File: config.mk
export PLATFORM = sky130hd
export DESIGN_NAME = infrared_host_serial_bridge
export DESIGN_NICKNAME = d
export VERILOG_FILES = /design/src/rtl/irb_pkg.sv /design/src/rtl/infrared_host_serial_bridge.sv /design/src/rtl/serial_tx.sv /design/src/rtl/serial_rx.sv
export VERILOG_INCLUDE_DIRS = /design/src /design/src/rtl
export SDC_FILE = /design/constraint.sdc
export NUM_CORES = 1
export LEC_CHECK = 0
export ABC_AREA = 1
export BUFFER_PORTS_ARGS = -buffer_cell sky130_fd_sc_hd__buf_2
export CORE_MARGIN = 2
export CORE_UTILIZATION = 35
export DETAILED_ROUTE_END_ITERATION = 16
export GPL_ROUTABILITY_DRIVEN = 1
export SYNTH_ARGS = -nofsm -noshare
export SYNTH_HDL_FRONTEND = slang
export SYNTH_SLANG_ARGS = --single-unit
File: constraint.sdc
create_clock -name aclk -period 3.71 [get_ports aclk]
set_input_delay 0.742 -clock aclk [delete_from_list [all_inputs] [get_ports aclk]]
set_output_delay 0.742 -clock aclk [all_outputs]
set_load 0.02 [all_outputs]
File: src/rtl/irb_params.svh
// Purpose: constants of the infrared host serial bridge
// Assumes: 25 MHz aclk
// Notes: register offsets are byte addresses on the AXI4-Lite slave
`ifndef IRB_PARAMS_SVH
`define IRB_PARAMS_SVH

`define CLK_HZ 25000000
`define BAUD_RATE 9600
`define TICKS_PER_BIT 16
// nearest integer divide of the clock down to 16 ticks per bit
`define BITCLK_DIV ((`CLK_HZ + (`BAUD_RATE * `TICKS_PER_BIT) / 2) / (`BAUD_RATE * `TICKS_PER_BIT))
`define ZERO_LOW_LEAD 7
`define ZERO_PULSE_LEN 3
`define HALF_BIT 8
`define FRAME_BITS 10

`define HOST_BUF_DEPTH 29
`define CTS_SLACK 6
`define CTS_STOP_LEVEL (`HOST_BUF_DEPTH - `CTS_SLACK)
`define PKT_MAX 64

`define CYC_PER_US (`CLK_HZ / 1000000)
`define POWER_UP_DELAY_US 1000
`define POWER_UP_CYCLES (`POWER_UP_DELAY_US * `CYC_PER_US)
`define OSC_STARTUP_CYCLES 1024
`define LINK_TIMEOUT_MS 3000
`define LINK_TIMEOUT_CYCLES (`LINK_TIMEOUT_MS * 1000 * `CYC_PER_US)
`define IDLE_TIMEOUT_MS 100
`define IDLE_CYCLES (`IDLE_TIMEOUT_MS * 1000 * `CYC_PER_US)

`define REG_CTRL 8'h00
`define REG_STATUS 8'h04
`define REG_HOST_IN 8'h08
`define REG_IR_TX 8'h0C
`define REG_IR_RX 8'h10
`define REG_PKT 8'h14
`define REG_MODEM 8'h18

`define RESP_OKAY 2'b00
`define RESP_SLVERR 2'b10

// advertised rate and service class codes carried in the modem register
`define ADVERT_BAUD_CODE 8'h02
`define SERVICE_CLASS_CODE 8'h04

`endif

File: src/rtl/irb_pkg.sv
// Purpose: types of the infrared host serial bridge
// Assumes: nothing
// Notes: one-hot state codes
package irb_pkg;
  typedef enum logic [2:0] {
    PS_DISCONNECT = 3'b001,
    PS_DISCOVERY = 3'b010,
    PS_RESPONSE = 3'b100
  } proto_state_e;

  typedef enum logic [2:0] {
    PU_POWER = 3'b001,
    PU_OSC = 3'b010,
    PU_RUN = 3'b100
  } power_seq_e;
endpackage

File: src/rtl/infrared_host_serial_bridge.sv
// Purpose: host serial and modem-line bridge to an infrared pulse link
// Assumes: pins synchronous to aclk; protocol stack runs in software on AXI4-Lite
// Notes: software reads host bytes and remote status, feeds the infrared
//        encoder and fills the packet buffer that drains to the host
//
// Design decisions made here: the AXI4-Lite slave port and the register addresses.
`timescale 1ns/1ns
`include "irb_params.svh"
module infrared_host_serial_bridge #(
  parameter int unsigned POWERUP_CYCLES = `POWER_UP_CYCLES,
  parameter int unsigned LINK_TIMEOUT_CYCLES = `LINK_TIMEOUT_CYCLES,
  parameter int unsigned IDLE_CYCLES = `IDLE_CYCLES
) (
  // clock and reset
  input wire logic aclk,
  input wire logic aresetn,
  // axi4-lite write
  input wire logic [7:0] awaddr,
  input wire logic awvalid,
  output logic awready,
  input wire logic [31:0] wdata,
  input wire logic [3:0] wstrb,
  input wire logic wvalid,
  output logic wready,
  output logic [1:0] bresp,
  output logic bvalid,
  input wire logic bready,
  // axi4-lite read
  input wire logic [7:0] araddr,
  input wire logic arvalid,
  output logic arready,
  output logic [31:0] rdata,
  output logic [1:0] rresp,
  output logic rvalid,
  input wire logic rready,
  // host serial and modem lines
  input wire logic host_serial_in,
  output logic host_serial_out,
  input wire logic rts_n,
  input wire logic dtr_n,
  input wire logic cd_n,
  input wire logic ri_n,
  output logic cts_n,
  output logic dsr_n,
  // infrared transceiver
  input wire logic photodiode_in,
  output logic infrared_pulse_out,
  // open-collector activity pin
  output logic protocol_activity_out,
  output logic protocol_activity_oe
);
  // ---------------- bit clock and power-up
  logic [7:0] div_cnt;
  irb_pkg::power_seq_e pu_state;
  logic [31:0] pu_cnt;
  wire bit_tick = (div_cnt == 8'(`BITCLK_DIV - 1));
  wire ready = (pu_state == irb_pkg::PU_RUN);
  wire run_tick = bit_tick & ready;
  wire pu_last = (pu_cnt == ((pu_state == irb_pkg::PU_POWER) ?
                  POWERUP_CYCLES - 32'd1 : 32'(`OSC_STARTUP_CYCLES - 1)));

  always_ff @(posedge aclk) begin
    if (!aresetn || bit_tick) div_cnt <= 8'h00;
    else div_cnt <= div_cnt + 8'h01;
  end

  always_ff @(posedge aclk) begin
    if (!aresetn) begin
      pu_state <= irb_pkg::PU_POWER;
      pu_cnt <= 32'h0000_0000;
    end else begin
      case (pu_state)
        irb_pkg::PU_POWER, irb_pkg::PU_OSC: begin
          pu_cnt <= pu_last ? 32'h0000_0000 : pu_cnt + 32'h0000_0001;
          if (pu_last) begin
            pu_state <= (pu_state == irb_pkg::PU_POWER) ? irb_pkg::PU_OSC : irb_pkg::PU_RUN;
          end
        end
        irb_pkg::PU_RUN: pu_state <= irb_pkg::PU_RUN;
        default: pu_state <= irb_pkg::PU_POWER;
      endcase
    end
  end

  // ---------------- axi4-lite slave
  logic aw_hold;
  logic w_hold;
  logic [7:0] aw_addr;
  logic [31:0] w_data;
  logic [3:0] w_strb;
  wire do_write = aw_hold & w_hold & ~bvalid;
  wire wr_lane = do_write & w_strb[0];
  wire wr_ctrl = wr_lane & (aw_addr == `REG_CTRL);
  wire wr_status = wr_lane & (aw_addr == `REG_STATUS);
  wire wr_ir_tx = wr_lane & (aw_addr == `REG_IR_TX);
  wire wr_pkt = wr_lane & (aw_addr == `REG_PKT);
  wire wr_mapped = (aw_addr == `REG_CTRL) || (aw_addr == `REG_STATUS) ||
                   (aw_addr == `REG_HOST_IN) || (aw_addr == `REG_IR_TX) ||
                   (aw_addr == `REG_IR_RX) || (aw_addr == `REG_PKT) ||
                   (aw_addr == `REG_MODEM);
  wire rd_take = arvalid & ~rvalid;
  wire rd_mapped = (araddr == `REG_CTRL) || (araddr == `REG_STATUS) ||
                   (araddr == `REG_HOST_IN) || (araddr == `REG_IR_TX) ||
                   (araddr == `REG_IR_RX) || (araddr == `REG_PKT) ||
                   (araddr == `REG_MODEM);
  wire rd_host_in = rd_take & (araddr == `REG_HOST_IN);
  wire rd_ir_rx = rd_take & (araddr == `REG_IR_RX);

  assign awready = ~aw_hold;
  assign wready = ~w_hold;
  assign arready = ~rvalid;

  always_ff @(posedge aclk) begin
    if (!aresetn) begin
      aw_hold <= 1'b0;
      w_hold <= 1'b0;
      aw_addr <= 8'h00;
      w_data <= 32'h0000_0000;
      w_strb <= 4'h0;
      bvalid <= 1'b0;
      bresp <= `RESP_OKAY;
    end else begin
      if (awvalid && !aw_hold) begin
        aw_hold <= 1'b1;
        aw_addr <= awaddr;
      end
      if (wvalid && !w_hold) begin
        w_hold <= 1'b1;
        w_data <= wdata;
        w_strb <= wstrb;
      end
      if (do_write) begin
        aw_hold <= 1'b0;
        w_hold <= 1'b0;
        bvalid <= 1'b1;
        bresp <= wr_mapped ? `RESP_OKAY : `RESP_SLVERR;
      end else if (bready) begin
        bvalid <= 1'b0;
      end
    end
  end

  // ---------------- host receive path and 29-byte buffer
  logic [7:0] host_mem [0:`HOST_BUF_DEPTH-1];
  logic [4:0] host_wr;
  logic [4:0] host_rd;
  logic [4:0] host_count;
  logic [7:0] host_rx_data;
  logic host_rx_valid;
  wire host_push = host_rx_valid & ready & (host_count != 5'(`HOST_BUF_DEPTH));
  wire host_pop = rd_host_in & (host_count != 5'h00);
  wire host_ovf_set = host_rx_valid & ~host_push;

  serial_rx #(.IR(1'b0)) u_host_rx (
    .aclk(aclk),
    .aresetn(aresetn),
    .tick(run_tick),
    .line(host_serial_in),
    .data(host_rx_data),
    .valid(host_rx_valid),
    .frame_err()
  );

  always_ff @(posedge aclk) begin
    if (host_push) host_mem[host_wr] <= host_rx_data;
  end

  always_ff @(posedge aclk) begin
    if (!aresetn) begin
      host_wr <= 5'h00;
      host_rd <= 5'h00;
      host_count <= 5'h00;
    end else begin
      if (host_push) host_wr <= (host_wr == 5'(`HOST_BUF_DEPTH - 1)) ? 5'h00 : host_wr + 5'h01;
      if (host_pop) host_rd <= (host_rd == 5'(`HOST_BUF_DEPTH - 1)) ? 5'h00 : host_rd + 5'h01;
      host_count <= host_count + {4'h0, host_push} - {4'h0, host_pop};
    end
  end

  // stop the host early so a slow sender still fits its trailing bytes
  always_ff @(posedge aclk) begin
    if (!aresetn) cts_n <= 1'b1;
    else cts_n <= ~ready | (host_count >= 5'(`CTS_STOP_LEVEL));
  end

  // ---------------- infrared encoder and decoder
  logic ir_tx_busy;
  logic [7:0] ir_rx_data;
  logic ir_rx_valid;
  logic [7:0] ir_rx_hold;
  logic ir_rx_full;

  serial_tx #(.IR(1'b1)) u_ir_tx (
    .aclk(aclk),
    .aresetn(aresetn),
    .tick(run_tick),
    .start(wr_ir_tx & ready),
    .data(w_data[7:0]),
    .line(infrared_pulse_out),
    .busy(ir_tx_busy)
  );

  serial_rx #(.IR(1'b1)) u_ir_rx (
    .aclk(aclk),
    .aresetn(aresetn),
    .tick(run_tick),
    .line(photodiode_in & ready),
    .data(ir_rx_data),
    .valid(ir_rx_valid),
    .frame_err()
  );

  always_ff @(posedge aclk) begin
    if (!aresetn) begin
      ir_rx_hold <= 8'h00;
      ir_rx_full <= 1'b0;
    end else begin
      if (ir_rx_valid) ir_rx_hold <= ir_rx_data;
      ir_rx_full <= ir_rx_valid | (ir_rx_full & ~rd_ir_rx);
    end
  end

  // ---------------- 64-byte packet buffer draining to the host
  logic [7:0] pkt_mem [0:`PKT_MAX-1];
  logic [5:0] pkt_wr;
  logic [5:0] pkt_rd;
  logic [6:0] pkt_count;
  logic host_tx_busy;
  logic [31:0] to_cnt;
  wire pkt_waiting = (pkt_count != 7'h00);
  wire pkt_push = wr_pkt & (pkt_count != 7'(`PKT_MAX));
  wire pkt_ovf_set = wr_pkt & ~pkt_push;
  wire pkt_send = ready & pkt_waiting & ~rts_n & ~host_tx_busy;
  wire link_drop = pkt_waiting & rts_n & (to_cnt == LINK_TIMEOUT_CYCLES - 32'd1);

  serial_tx #(.IR(1'b0)) u_host_tx (
    .aclk(aclk),
    .aresetn(aresetn),
    .tick(run_tick),
    .start(pkt_send),
    .data(pkt_mem[pkt_rd]),
    .line(host_serial_out),
    .busy(host_tx_busy)
  );

  always_ff @(posedge aclk) begin
    if (pkt_push) pkt_mem[pkt_wr] <= w_data[7:0];
  end

  always_ff @(posedge aclk) begin
    if (!aresetn || link_drop) begin
      pkt_wr <= 6'h00;
      pkt_rd <= 6'h00;
      pkt_count <= 7'h00;
    end else begin
      if (pkt_push) pkt_wr <= pkt_wr + 6'h01;
      if (pkt_send) pkt_rd <= pkt_rd + 6'h01;
      pkt_count <= pkt_count + {6'h00, pkt_push} - {6'h00, pkt_send};
    end
  end

  always_ff @(posedge aclk) begin
    if (!aresetn || !(pkt_waiting && rts_n) || link_drop) to_cnt <= 32'h0000_0000;
    else to_cnt <= to_cnt + 32'h0000_0001;
  end

  // ---------------- protocol state, link and power
  irb_pkg::proto_state_e pstate;
  logic low_power;
  logic [31:0] idle_cnt;
  // the three legal state codes are exactly the one-hot patterns
  wire ctrl_ok = $onehot(w_data[2:0]);
  wire ir_activity = photodiode_in | ir_tx_busy | wr_ir_tx;
  wire link_up = ready & (pstate == irb_pkg::PS_RESPONSE);
  wire proto_active = ready & ~low_power &
                      (pstate != irb_pkg::PS_DISCONNECT);

  // only one primary is ever served, so a timeout simply returns to disconnect
  always_ff @(posedge aclk) begin
    if (!aresetn || link_drop) pstate <= irb_pkg::PS_DISCONNECT;
    else if (wr_ctrl && ctrl_ok) pstate <= irb_pkg::proto_state_e'(w_data[2:0]);
  end

  always_ff @(posedge aclk) begin
    if (!aresetn || !ready || ir_activity) begin
      idle_cnt <= 32'h0000_0000;
      low_power <= 1'b0;
    end else if (idle_cnt == IDLE_CYCLES - 32'd1) begin
      low_power <= 1'b1;
    end else begin
      idle_cnt <= idle_cnt + 32'h0000_0001;
    end
  end

  always_ff @(posedge aclk) begin
    if (!aresetn) begin
      dsr_n <= 1'b1;
      protocol_activity_out <= 1'b0;
      protocol_activity_oe <= 1'b1;
    end else begin
      dsr_n <= ~link_up;
      protocol_activity_out <= 1'b0;
      protocol_activity_oe <= ~proto_active;
    end
  end

  // ---------------- modem status to the primary and sticky flags
  logic remote_dsr;
  logic remote_cd;
  logic remote_ri;
  logic host_ovf;
  logic pkt_ovf;
  logic ir_overrun;
  logic link_to;
  wire [3:0] clr = wr_status ? w_data[7:4] : 4'h0;

  always_ff @(posedge aclk) begin
    if (!aresetn) begin
      remote_dsr <= 1'b0;
      remote_cd <= 1'b0;
      remote_ri <= 1'b0;
      host_ovf <= 1'b0;
      ir_overrun <= 1'b0;
      pkt_ovf <= 1'b0;
      link_to <= 1'b0;
    end else begin
      remote_dsr <= ~dtr_n;
      remote_cd <= ~cd_n;
      remote_ri <= ~ri_n;
      host_ovf <= host_ovf_set | (host_ovf & ~clr[0]);
      ir_overrun <= (ir_rx_valid & ir_rx_full & ~rd_ir_rx) | (ir_overrun & ~clr[1]);
      pkt_ovf <= pkt_ovf_set | (pkt_ovf & ~clr[2]);
      link_to <= link_drop | (link_to & ~clr[3]);
    end
  end

  // ---------------- read data
  wire [31:0] status_word = {9'h000, pkt_count, 3'h0, host_count, link_to, pkt_ovf,
                             ir_overrun, host_ovf, ir_rx_full, ir_tx_busy, low_power, ready};
  wire [31:0] modem_word = {8'h00, `SERVICE_CLASS_CODE, `ADVERT_BAUD_CODE,
                            4'h0, ~rts_n, remote_ri, remote_cd, remote_dsr};
  wire [31:0] rd_mux =
    (araddr == `REG_CTRL) ? {29'h0000_0000, pstate} :
    (araddr == `REG_STATUS) ? status_word :
    (araddr == `REG_HOST_IN) ? {23'h00_0000, host_count != 5'h00, host_mem[host_rd]} :
    (araddr == `REG_IR_TX) ? {31'h0000_0000, ir_tx_busy} :
    (araddr == `REG_IR_RX) ? {23'h00_0000, ir_rx_full, ir_rx_hold} :
    (araddr == `REG_PKT) ? {25'h000_0000, pkt_count} :
    (araddr == `REG_MODEM) ? modem_word : 32'h0000_0000;

  always_ff @(posedge aclk) begin
    if (!aresetn) begin
      rvalid <= 1'b0;
      rdata <= 32'h0000_0000;
      rresp <= `RESP_OKAY;
    end else if (rd_take) begin
      rvalid <= 1'b1;
      rdata <= rd_mux;
      rresp <= rd_mapped ? `RESP_OKAY : `RESP_SLVERR;
    end else if (rready) begin
      rvalid <= 1'b0;
    end
  end
endmodule

File: src/rtl/serial_tx.sv
// Purpose: 8N1 frame transmitter, plain level or infrared pulse form
// Assumes: tick is a one-cycle pulse at 16 per bit
// Notes: line is registered, so it trails the internal bit by one clock
`timescale 1ns/1ns
`include "irb_params.svh"
module serial_tx #(
  parameter bit IR = 1'b0
) (
  // clock and reset
  input wire logic aclk,
  input wire logic aresetn,
  // control
  input wire logic tick,
  input wire logic start,
  input wire logic [7:0] data,
  // line
  output logic line,
  output logic busy
);
  logic [9:0] shreg;
  logic [3:0] cnt;
  logic [3:0] idx;
  wire bit_end = tick & (cnt == 4'hF);
  wire in_pulse = (cnt >= 4'(`ZERO_LOW_LEAD)) &&
                  (cnt < 4'(`ZERO_LOW_LEAD + `ZERO_PULSE_LEN));
  // a zero becomes a short high pulse mid-bit, a one stays low
  wire next_line = IR ? (busy & ~shreg[0] & in_pulse) : (~busy | shreg[0]);

  always_ff @(posedge aclk) begin
    if (!aresetn) begin
      busy <= 1'b0;
      shreg <= 10'h3FF;
      cnt <= 4'h0;
      idx <= 4'h0;
    end else if (start && !busy) begin
      busy <= 1'b1;
      shreg <= {1'b1, data, 1'b0};
      cnt <= 4'h0;
      idx <= 4'h0;
    end else if (busy && tick) begin
      cnt <= cnt + 4'h1;
      if (bit_end) begin
        shreg <= {1'b1, shreg[9:1]};
        idx <= idx + 4'h1;
        busy <= (idx != 4'(`FRAME_BITS - 1));
      end
    end
  end

  always_ff @(posedge aclk) begin
    if (!aresetn) line <= ~IR;
    else line <= next_line;
  end
endmodule

File: src/rtl/serial_rx.sv
// Purpose: 8N1 frame receiver, plain level or infrared pulse form
// Assumes: tick is a one-cycle pulse at 16 per bit
// Notes: infrared data-bit pulses are caught on every clock, the start pulse only on a tick
`timescale 1ns/1ns
`include "irb_params.svh"
module serial_rx #(
  parameter bit IR = 1'b0
) (
  // clock and reset
  input wire logic aclk,
  input wire logic aresetn,
  // line
  input wire logic tick,
  input wire logic line,
  // received byte
  output logic [7:0] data,
  output logic valid,
  output logic frame_err
);
  logic active;
  logic pulse_seen;
  logic [3:0] cnt;
  logic [3:0] idx;
  logic [7:0] shreg;
  wire start_mark = IR ? line : ~line;
  // the start window is half a bit, so later windows centre on the bits
  wire win_end = tick & (cnt == ((idx == 4'h0) ? 4'(`HALF_BIT - 1) : 4'hF));
  wire bit_val = IR ? ~(pulse_seen | line) : line;
  wire false_start = ~IR & line & (idx == 4'h0);
  wire last = (idx == 4'(`FRAME_BITS - 1));

  always_ff @(posedge aclk) begin
    if (!aresetn) begin
      active <= 1'b0;
      pulse_seen <= 1'b0;
      cnt <= 4'h0;
      idx <= 4'h0;
      shreg <= 8'h00;
      data <= 8'h00;
      valid <= 1'b0;
      frame_err <= 1'b0;
    end else begin
      valid <= 1'b0;
      frame_err <= 1'b0;
      if (!active) begin
        if (tick && start_mark) begin
          active <= 1'b1;
          cnt <= 4'h0;
          idx <= 4'h0;
          pulse_seen <= 1'b0;
        end
      end else if (win_end) begin
        cnt <= 4'h0;
        idx <= idx + 4'h1;
        pulse_seen <= 1'b0;
        if (idx != 4'h0 && !last) shreg <= {bit_val, shreg[7:1]};
        if (false_start || last) active <= 1'b0;
        if (last) begin
          data <= shreg;
          valid <= bit_val;
          frame_err <= ~bit_val;
        end
      end else begin
        pulse_seen <= pulse_seen | (IR & line);
        if (tick) cnt <= cnt + 4'h1;
      end
    end
  end
endmodule

* Word level (Yosys, flattened, before mapping) *
Memory sizes are Yosys's and may differ from the RTL's. A register that Yosys moved wholly into a read port is not among the register bits.
Index checks and enable logic that the tools add are counted.

word-level totals
  register bits = 312
  word-level logic and storage cells = 340
  memories = 2
  bits in writable memories = 744
  input bits = 65

memory list
  memory    depth  width  rd ports  clocked after Yosys merged registers in  write ports  line                                source
  pkt_mem   64     8      1         1                                        1            infrared_host_serial_bridge.sv:224  logic [7:0] pkt_mem [0:`PKT_MAX-1];
  host_mem  29     8      1         1                                        1            infrared_host_serial_bridge.sv:144  logic [7:0] host_mem [0:`HOST_BUF_DEPTH-1];

cells by class
  equal/unequal tests = 39
  add/sub/neg operators = 22
  $lt $le $gt $ge = 3
  reduce and logical (&&, ||, !) cells = 75
  bitwise operators = 75
  multiplexer cells = 66

operator list
  cell                                                                     count
  32-bit by 1-bit adder with 32-bit output, second input constant          3
  19-bit 2-to-1 mux                                                        5
  4-bit 2-to-1 mux                                                         15
  9-bit 2-to-1 mux                                                         6
  8-bit by 5-bit equality test with 1-bit output, second input constant    6
  23-bit 2-to-1 mux                                                        2
  1-bit AND                                                                41
  4-bit by 1-bit adder with 4-bit output, second input constant            8
  32-bit by 15-bit equality test with 1-bit output                         1
  32-bit by 22-bit equality test with 1-bit output, second input constant  1
  32-bit by 27-bit equality test with 1-bit output, second input constant  1
  8-bit by 4-bit equality test with 1-bit output, second input constant    4
  32-bit 2-to-1 mux                                                        1
  1-bit 2-to-1 mux                                                         25
  1-bit NOT                                                                24
  5-bit 2-to-1 mux                                                         4
  1-bit logical OR                                                         19
  4-bit equality test, second input constant                               4
  8-bit by 3-bit equality test with 1-bit output, second input constant    2
  8-bit zero test                                                          2
  2-bit AND reduction                                                      8
  2-bit nonzero test                                                       8
  15-bit 2-to-1 mux                                                        1
  1-bit logical AND                                                        13
  other kinds (39)                                                         76

* Depth between registers and ports, before layout *
  depth after elaboration = 8
  mapped depth = 21

* Modules after synthesis *
A second synthesis with hierarchy kept.

unflattened totals
  cells, all modules = 4515
  area, all modules = 45208.4 µm²

by module, submodules not included
  module                       seq. area each (µm²)  area each (µm²)  cells each  times used
  infrared_host_serial_bridge  26705.6               40781.6          3928        1
  serial_rx at u_ir_rx         560.5                 1313.8           162         1
  serial_rx at u_host_rx       540.5                 1296.2           167         1
  serial_tx at u_ir_tx         380.4                 910.9            130         1
  serial_tx at u_host_tx       380.4                 905.9            128         1

* Worst setup path before layout *
OpenSTA, ideal clock, no wires.

  path kind = register to register
  start point = register pkt_count[3]
  end point = register pkt_count[6]
  clock period less this slack = 2928 ps
  library setup time = 128 ps
  required time = 3582 ps
  path slack = 782 ps
  arrival = 2800 ps
  stages on the path, launching flop included = 22
  path through = dfxtp_1 inv_1 ha_1 nand2_1 nor2_1 nand3_1 nand4_2 clkinv_1 ha_1 inv_1 ha_1 inv_1 fa_1 nor2_1 o21ai_0 nand2_1 nand2_1 nand2_1 a21oi_1 xor2_1 inv_1 nor2_1

between the ends
  word-level cells in the longest chain between the ends = 5

ends and longest elaborated chain
  what                                                                            line                                source
  from (decl)                                                                     infrared_host_serial_bridge.sv:227  logic [6:0] pkt_count;
  from (signal assigned)                                                          infrared_host_serial_bridge.sv:258  pkt_count <= pkt_count + {6'h00, pkt_push} - {6'h00, pkt_send};
  branches (longest 5 deep; another with 7-bit by 1-bit adder with 7-bit output)  n/a

Several ways; the timed one is not identified.
A chain may end at the register's enable or synchronous reset.

* Worst setup path after layout *
  start point = register w_hold
  end point = register pkt_count[6]

between the ends
  word-level cells in the longest chain between the ends = 7

ends and longest elaborated chain
  what                                         line                                source
  from (decl)                                  infrared_host_serial_bridge.sv:87   logic w_hold;
  from (signal assigned)                       infrared_host_serial_bridge.sv:116  w_hold <= 1'b0;
  from (signal assigned)                       infrared_host_serial_bridge.sv:128  w_hold <= 1'b1;
  from (signal assigned)                       infrared_host_serial_bridge.sv:134  w_hold <= 1'b0;
  1-bit AND (2 in series)                      infrared_host_serial_bridge.sv:91   wire do_write = aw_hold & w_hold & ~bvalid;
  1-bit AND                                    infrared_host_serial_bridge.sv:92   wire wr_lane = do_write & w_strb[0];
  1-bit AND                                    infrared_host_serial_bridge.sv:96   wire wr_pkt = wr_lane & (aw_addr == `REG_PKT);
  1-bit AND                                    infrared_host_serial_bridge.sv:231  wire pkt_push = wr_pkt & (pkt_count != 7'(`PKT_MAX));
  7-bit by 1-bit adder with 7-bit output       infrared_host_serial_bridge.sv:258
  7-bit by 1-bit subtractor with 7-bit output  infrared_host_serial_bridge.sv:258

Every way passes these cells.

==> run_results.csv <==
group,metric,value,unit
drt,num_vias,31890,
floorplan,chipHeight,362.2,um
sta,slew_headroom,16.92,%
synth,syn_area_per_cell,9.942,um^2
clock_tree,cts_htree_levels,3,
drt,antenna_left,0,
clock_tree,cts_tree,"built",
synth,syn_area,0.04490,mm^2
synth,synthAdderAreaFrac,1.416,%
critical_path,cp_max_fo,7,
cells_and_area,antenna_cells,0,
drt,drc_errors,0,
drt,drt-wirelength-per-cell,17.66,um
clock_tree,numCtsBuffers,102,
sta,worst_pin_slew,1.245,ns
synth,yosysSeqAreaShare,63.54,%
synth,synth_edf_count,744,
cells_and_area,layout_commonest_cell,"nand2_1",
cells_and_area,drive_gt1_share,9.819,%
sta,fmax,320.6,MHz
global_route,grt_first_pass_wirelength,174.2,mm
synth,synthCells,4516,
synth,async_reset_ff_share,0,%
clock_tree,cts_buffer_depth,3,
sta,period_share,84.09,%
sta,finalHoldViolCount,0,
drt,drt-total-wl,112.1,mm
global_route,overflow,0,
drt,drtIter0Drc,2510,
drt,drtPass1Iterations,5,
synth,ys_ff_latch,1053,
floorplan,core,0.1274,mm^2
power,peakVddDrop,394.3,uV
critical_path,end_kind,"flop",
sta,rsz0062_at_grt,"no",
synth,yosysUniqueCellTypes,59,
sta,setup_viol_count_final,0,
synth,synthSimpleGateAreaFrac,21.54,%
critical_path,cpMostUsedCell,"inv_1",
floorplan,die_x,362.2,um
sta,min_period,3.120,ns
critical_path,crit_slowest_cell,"fa_1",
clock_tree,cts_resized,0,
floorplan,std_cell_rows,131,
clock_tree,clock_latency,0.69,ns
global_route,grt_max_degree,131,
synth,synthXorXnorAreaFrac,1.129,%
synth,synth-main-ff-cell,"edfxtp_1",
critical_path,cp_cell_sequence,"inv_1 > nor2_1 > nand2_1 > nor2_4 > inv_1 > nor2_4 > nand2_2 > ha_1 > inv_1 > ha_1 > inv_1 > fa_1 > nor2_1 > o21ai_0 > nand2_1 > nand2_1 > nand2_1 > a21oi_1 > xor2_1 > inv_1 > nor2_1",
place,io_buffers,69,
floorplan,die_area,0.1312,mm^2
global_route,grt_use_total,16.79,%
cells_and_area,finalNetCount,4714,
place,hpwl,69.38,mm
clock_tree,cts_root_buf,"clkbuf_16",
critical_path,critical_path_arrival,3.68,ns
critical_path,crit_type,"flop to flop",
clock_tree,clock-sinks,1053,
synth,synth_mux_area_share,0,%
global_route,grt_antenna_before_repair,2,
outcome,status,"finished clean",
floorplan,io_pins,112,
drt,avgViaCountPerCell,5.024,
synth,ys_warn_count,0,
power,p_total,0.02373,W
power,p_per_area,467.2,mW/mm^2
power,p_leak,18.38,nW
place,gp_congestion,0.8501,
synth,synth_compound_area_share,7.510,%
flow_run,cap_violations,0,
clock_tree,cts-hold-fix-buffers,0,
sta,slew_violations,0,
critical_path,cp-start-kind,"flop",
synth,synth_top_family_by_area,"simple AND/OR/NAND/NOR gates",
floorplan,initial_core_util,35.25,%
cells_and_area,final_cell_mix,"1018 x nand2_1, 744 x edfxtp_1, 495 x nand3_1",
critical_path,slowest_delay,0.38,ns
min_path,hp-class,"input port to flop",
sta,fin_setup_tns,0,ns
global_route,grt_pass1_vias,30420,
clock_tree,cts_setup_buffers,0,
sta,skew,0.01818,ns
sta,whs,0.2257,ns
cells_and_area,syn_to_final_growth,13.16,%
critical_path,worstPathRequired,4.27,ns
clock_tree,clkTransAtPathRegs,0.06,ns
## per-stage QoR
stage / util (%) / std cells / instance area [um^2] / setup slack [ns]
global placement: 37.21 / 6158 / 47380 / 0.5624
global route: 39.89 / 6347 / 50810 / 0.2950
detailed placement: 37.21 / 6158 / 47380 / 0.5734
finish: 39.89 / 6347 / 50810 / 0.5904
CTS: 39.89 / 6347 / 50810 / 0.6163
floorplan: - / 4530 / 44950 / 0.7820
## sequential cells by signal (all words and copies together), names as in the netlist, 5 cells and up, named ones only
name / count
ir_rx_hold: 8
to_cnt: 32
pkt_mem: 512
w_data: 8
rdata: 20
pu_cnt: 32
u_host_rx.shreg: 8
u_host_rx.data: 8
host_mem: 232
u_ir_rx.shreg: 8
idle_cnt: 32
u_host_tx.shreg: 9
pkt_rd: 6
host_rd: 5
pkt_wr: 6
host_count: 5
aw_addr: 8
u_ir_tx.shreg: 9
div_cnt: 8
pkt_count: 7
host_wr: 5
u_ir_rx.data: 8
## cell usage after synthesis, types with 46 or more instances
| cell | instances | share of area (%) |
|---|---|---|
| nand2_1 | 1018 | 8.5 |
| edfxtp_1 | 744 | 50 |
| nand3_1 | 495 | 5.5 |
| nor2_1 | 477 | 4.0 |
| inv_1 | 310 | 2.6 |
| dfxtp_1 | 309 | 14 |
| a21oi_1 | 271 | 3.0 |
| o21ai_0 | 179 | 2.0 |
| clkbuf_1 | 107 | 0.89 |
| nor3_1 | 64 | 0.71 |
| buf_2 | 62 | 0.69 |
| nand4_1 | 53 | 0.74 |
| ha_1 | 46 | 1.3 |
## logic make-up (layout without fill, tap and decap cells)
group,Yosys count,after routing
other,1,15
adders and majority gates,49,49
DFF,1053,1053
and+or+nand+nor,2230,2230
AOI/OAI and AO/OA,587,587
xor gates and xnor gates,57,57
buffers and inverters,539,694
## per-layer routing
layer	share of wire (%)	global-route usage, %	vias to the layer above
li1	-	-	15640
met1	45	23.11	15240
met2	47	27.50	876
met3	6.1	2.380	135
met4	2.0	4.967	0
met5	0	0	-
## power by group
group	leakage (nW)	internal [W]	switching, W
clock	1.68	0.00624	0.00442
combinational	7.35	0.0000811	0.000311
sequential	9.35	0.0126	0.0000779
## worst paths after layout
check | from | to | slack [ns] | cells past startpoint
worst min register to register | to_cnt[0] | to_cnt[0] | 0.45 | 1
worst max-delay path | w_hold | pkt_count[6] | 0.59 | 21
worst max register to register | w_hold | pkt_count[6] | 0.59 | 21
worst min-delay path | dtr_n | remote_dsr | 0.23 | 2
## area by class of cell
class	count	area (um^2)
clock buffers	133	2823
clock inverters	56	600.6
fillers	12200	76550
inverters	323	1220
multi-input cells	2938	14240
flip-flops and latches	1053	28550
well taps	1662	2079
repair buffers	182	1294
## worst max-delay path: cells and delay by family (launching register included)
kind	cells	cell delay (ns)
simple gates	10	1.18
fa+ha+maj	3	0.88
flops	1	0.33
buf+inv	5	0.33
compound gates	2	0.16
xor+xnor	1	0.14
Note: power is estimated with default switching activity, not from simulation.
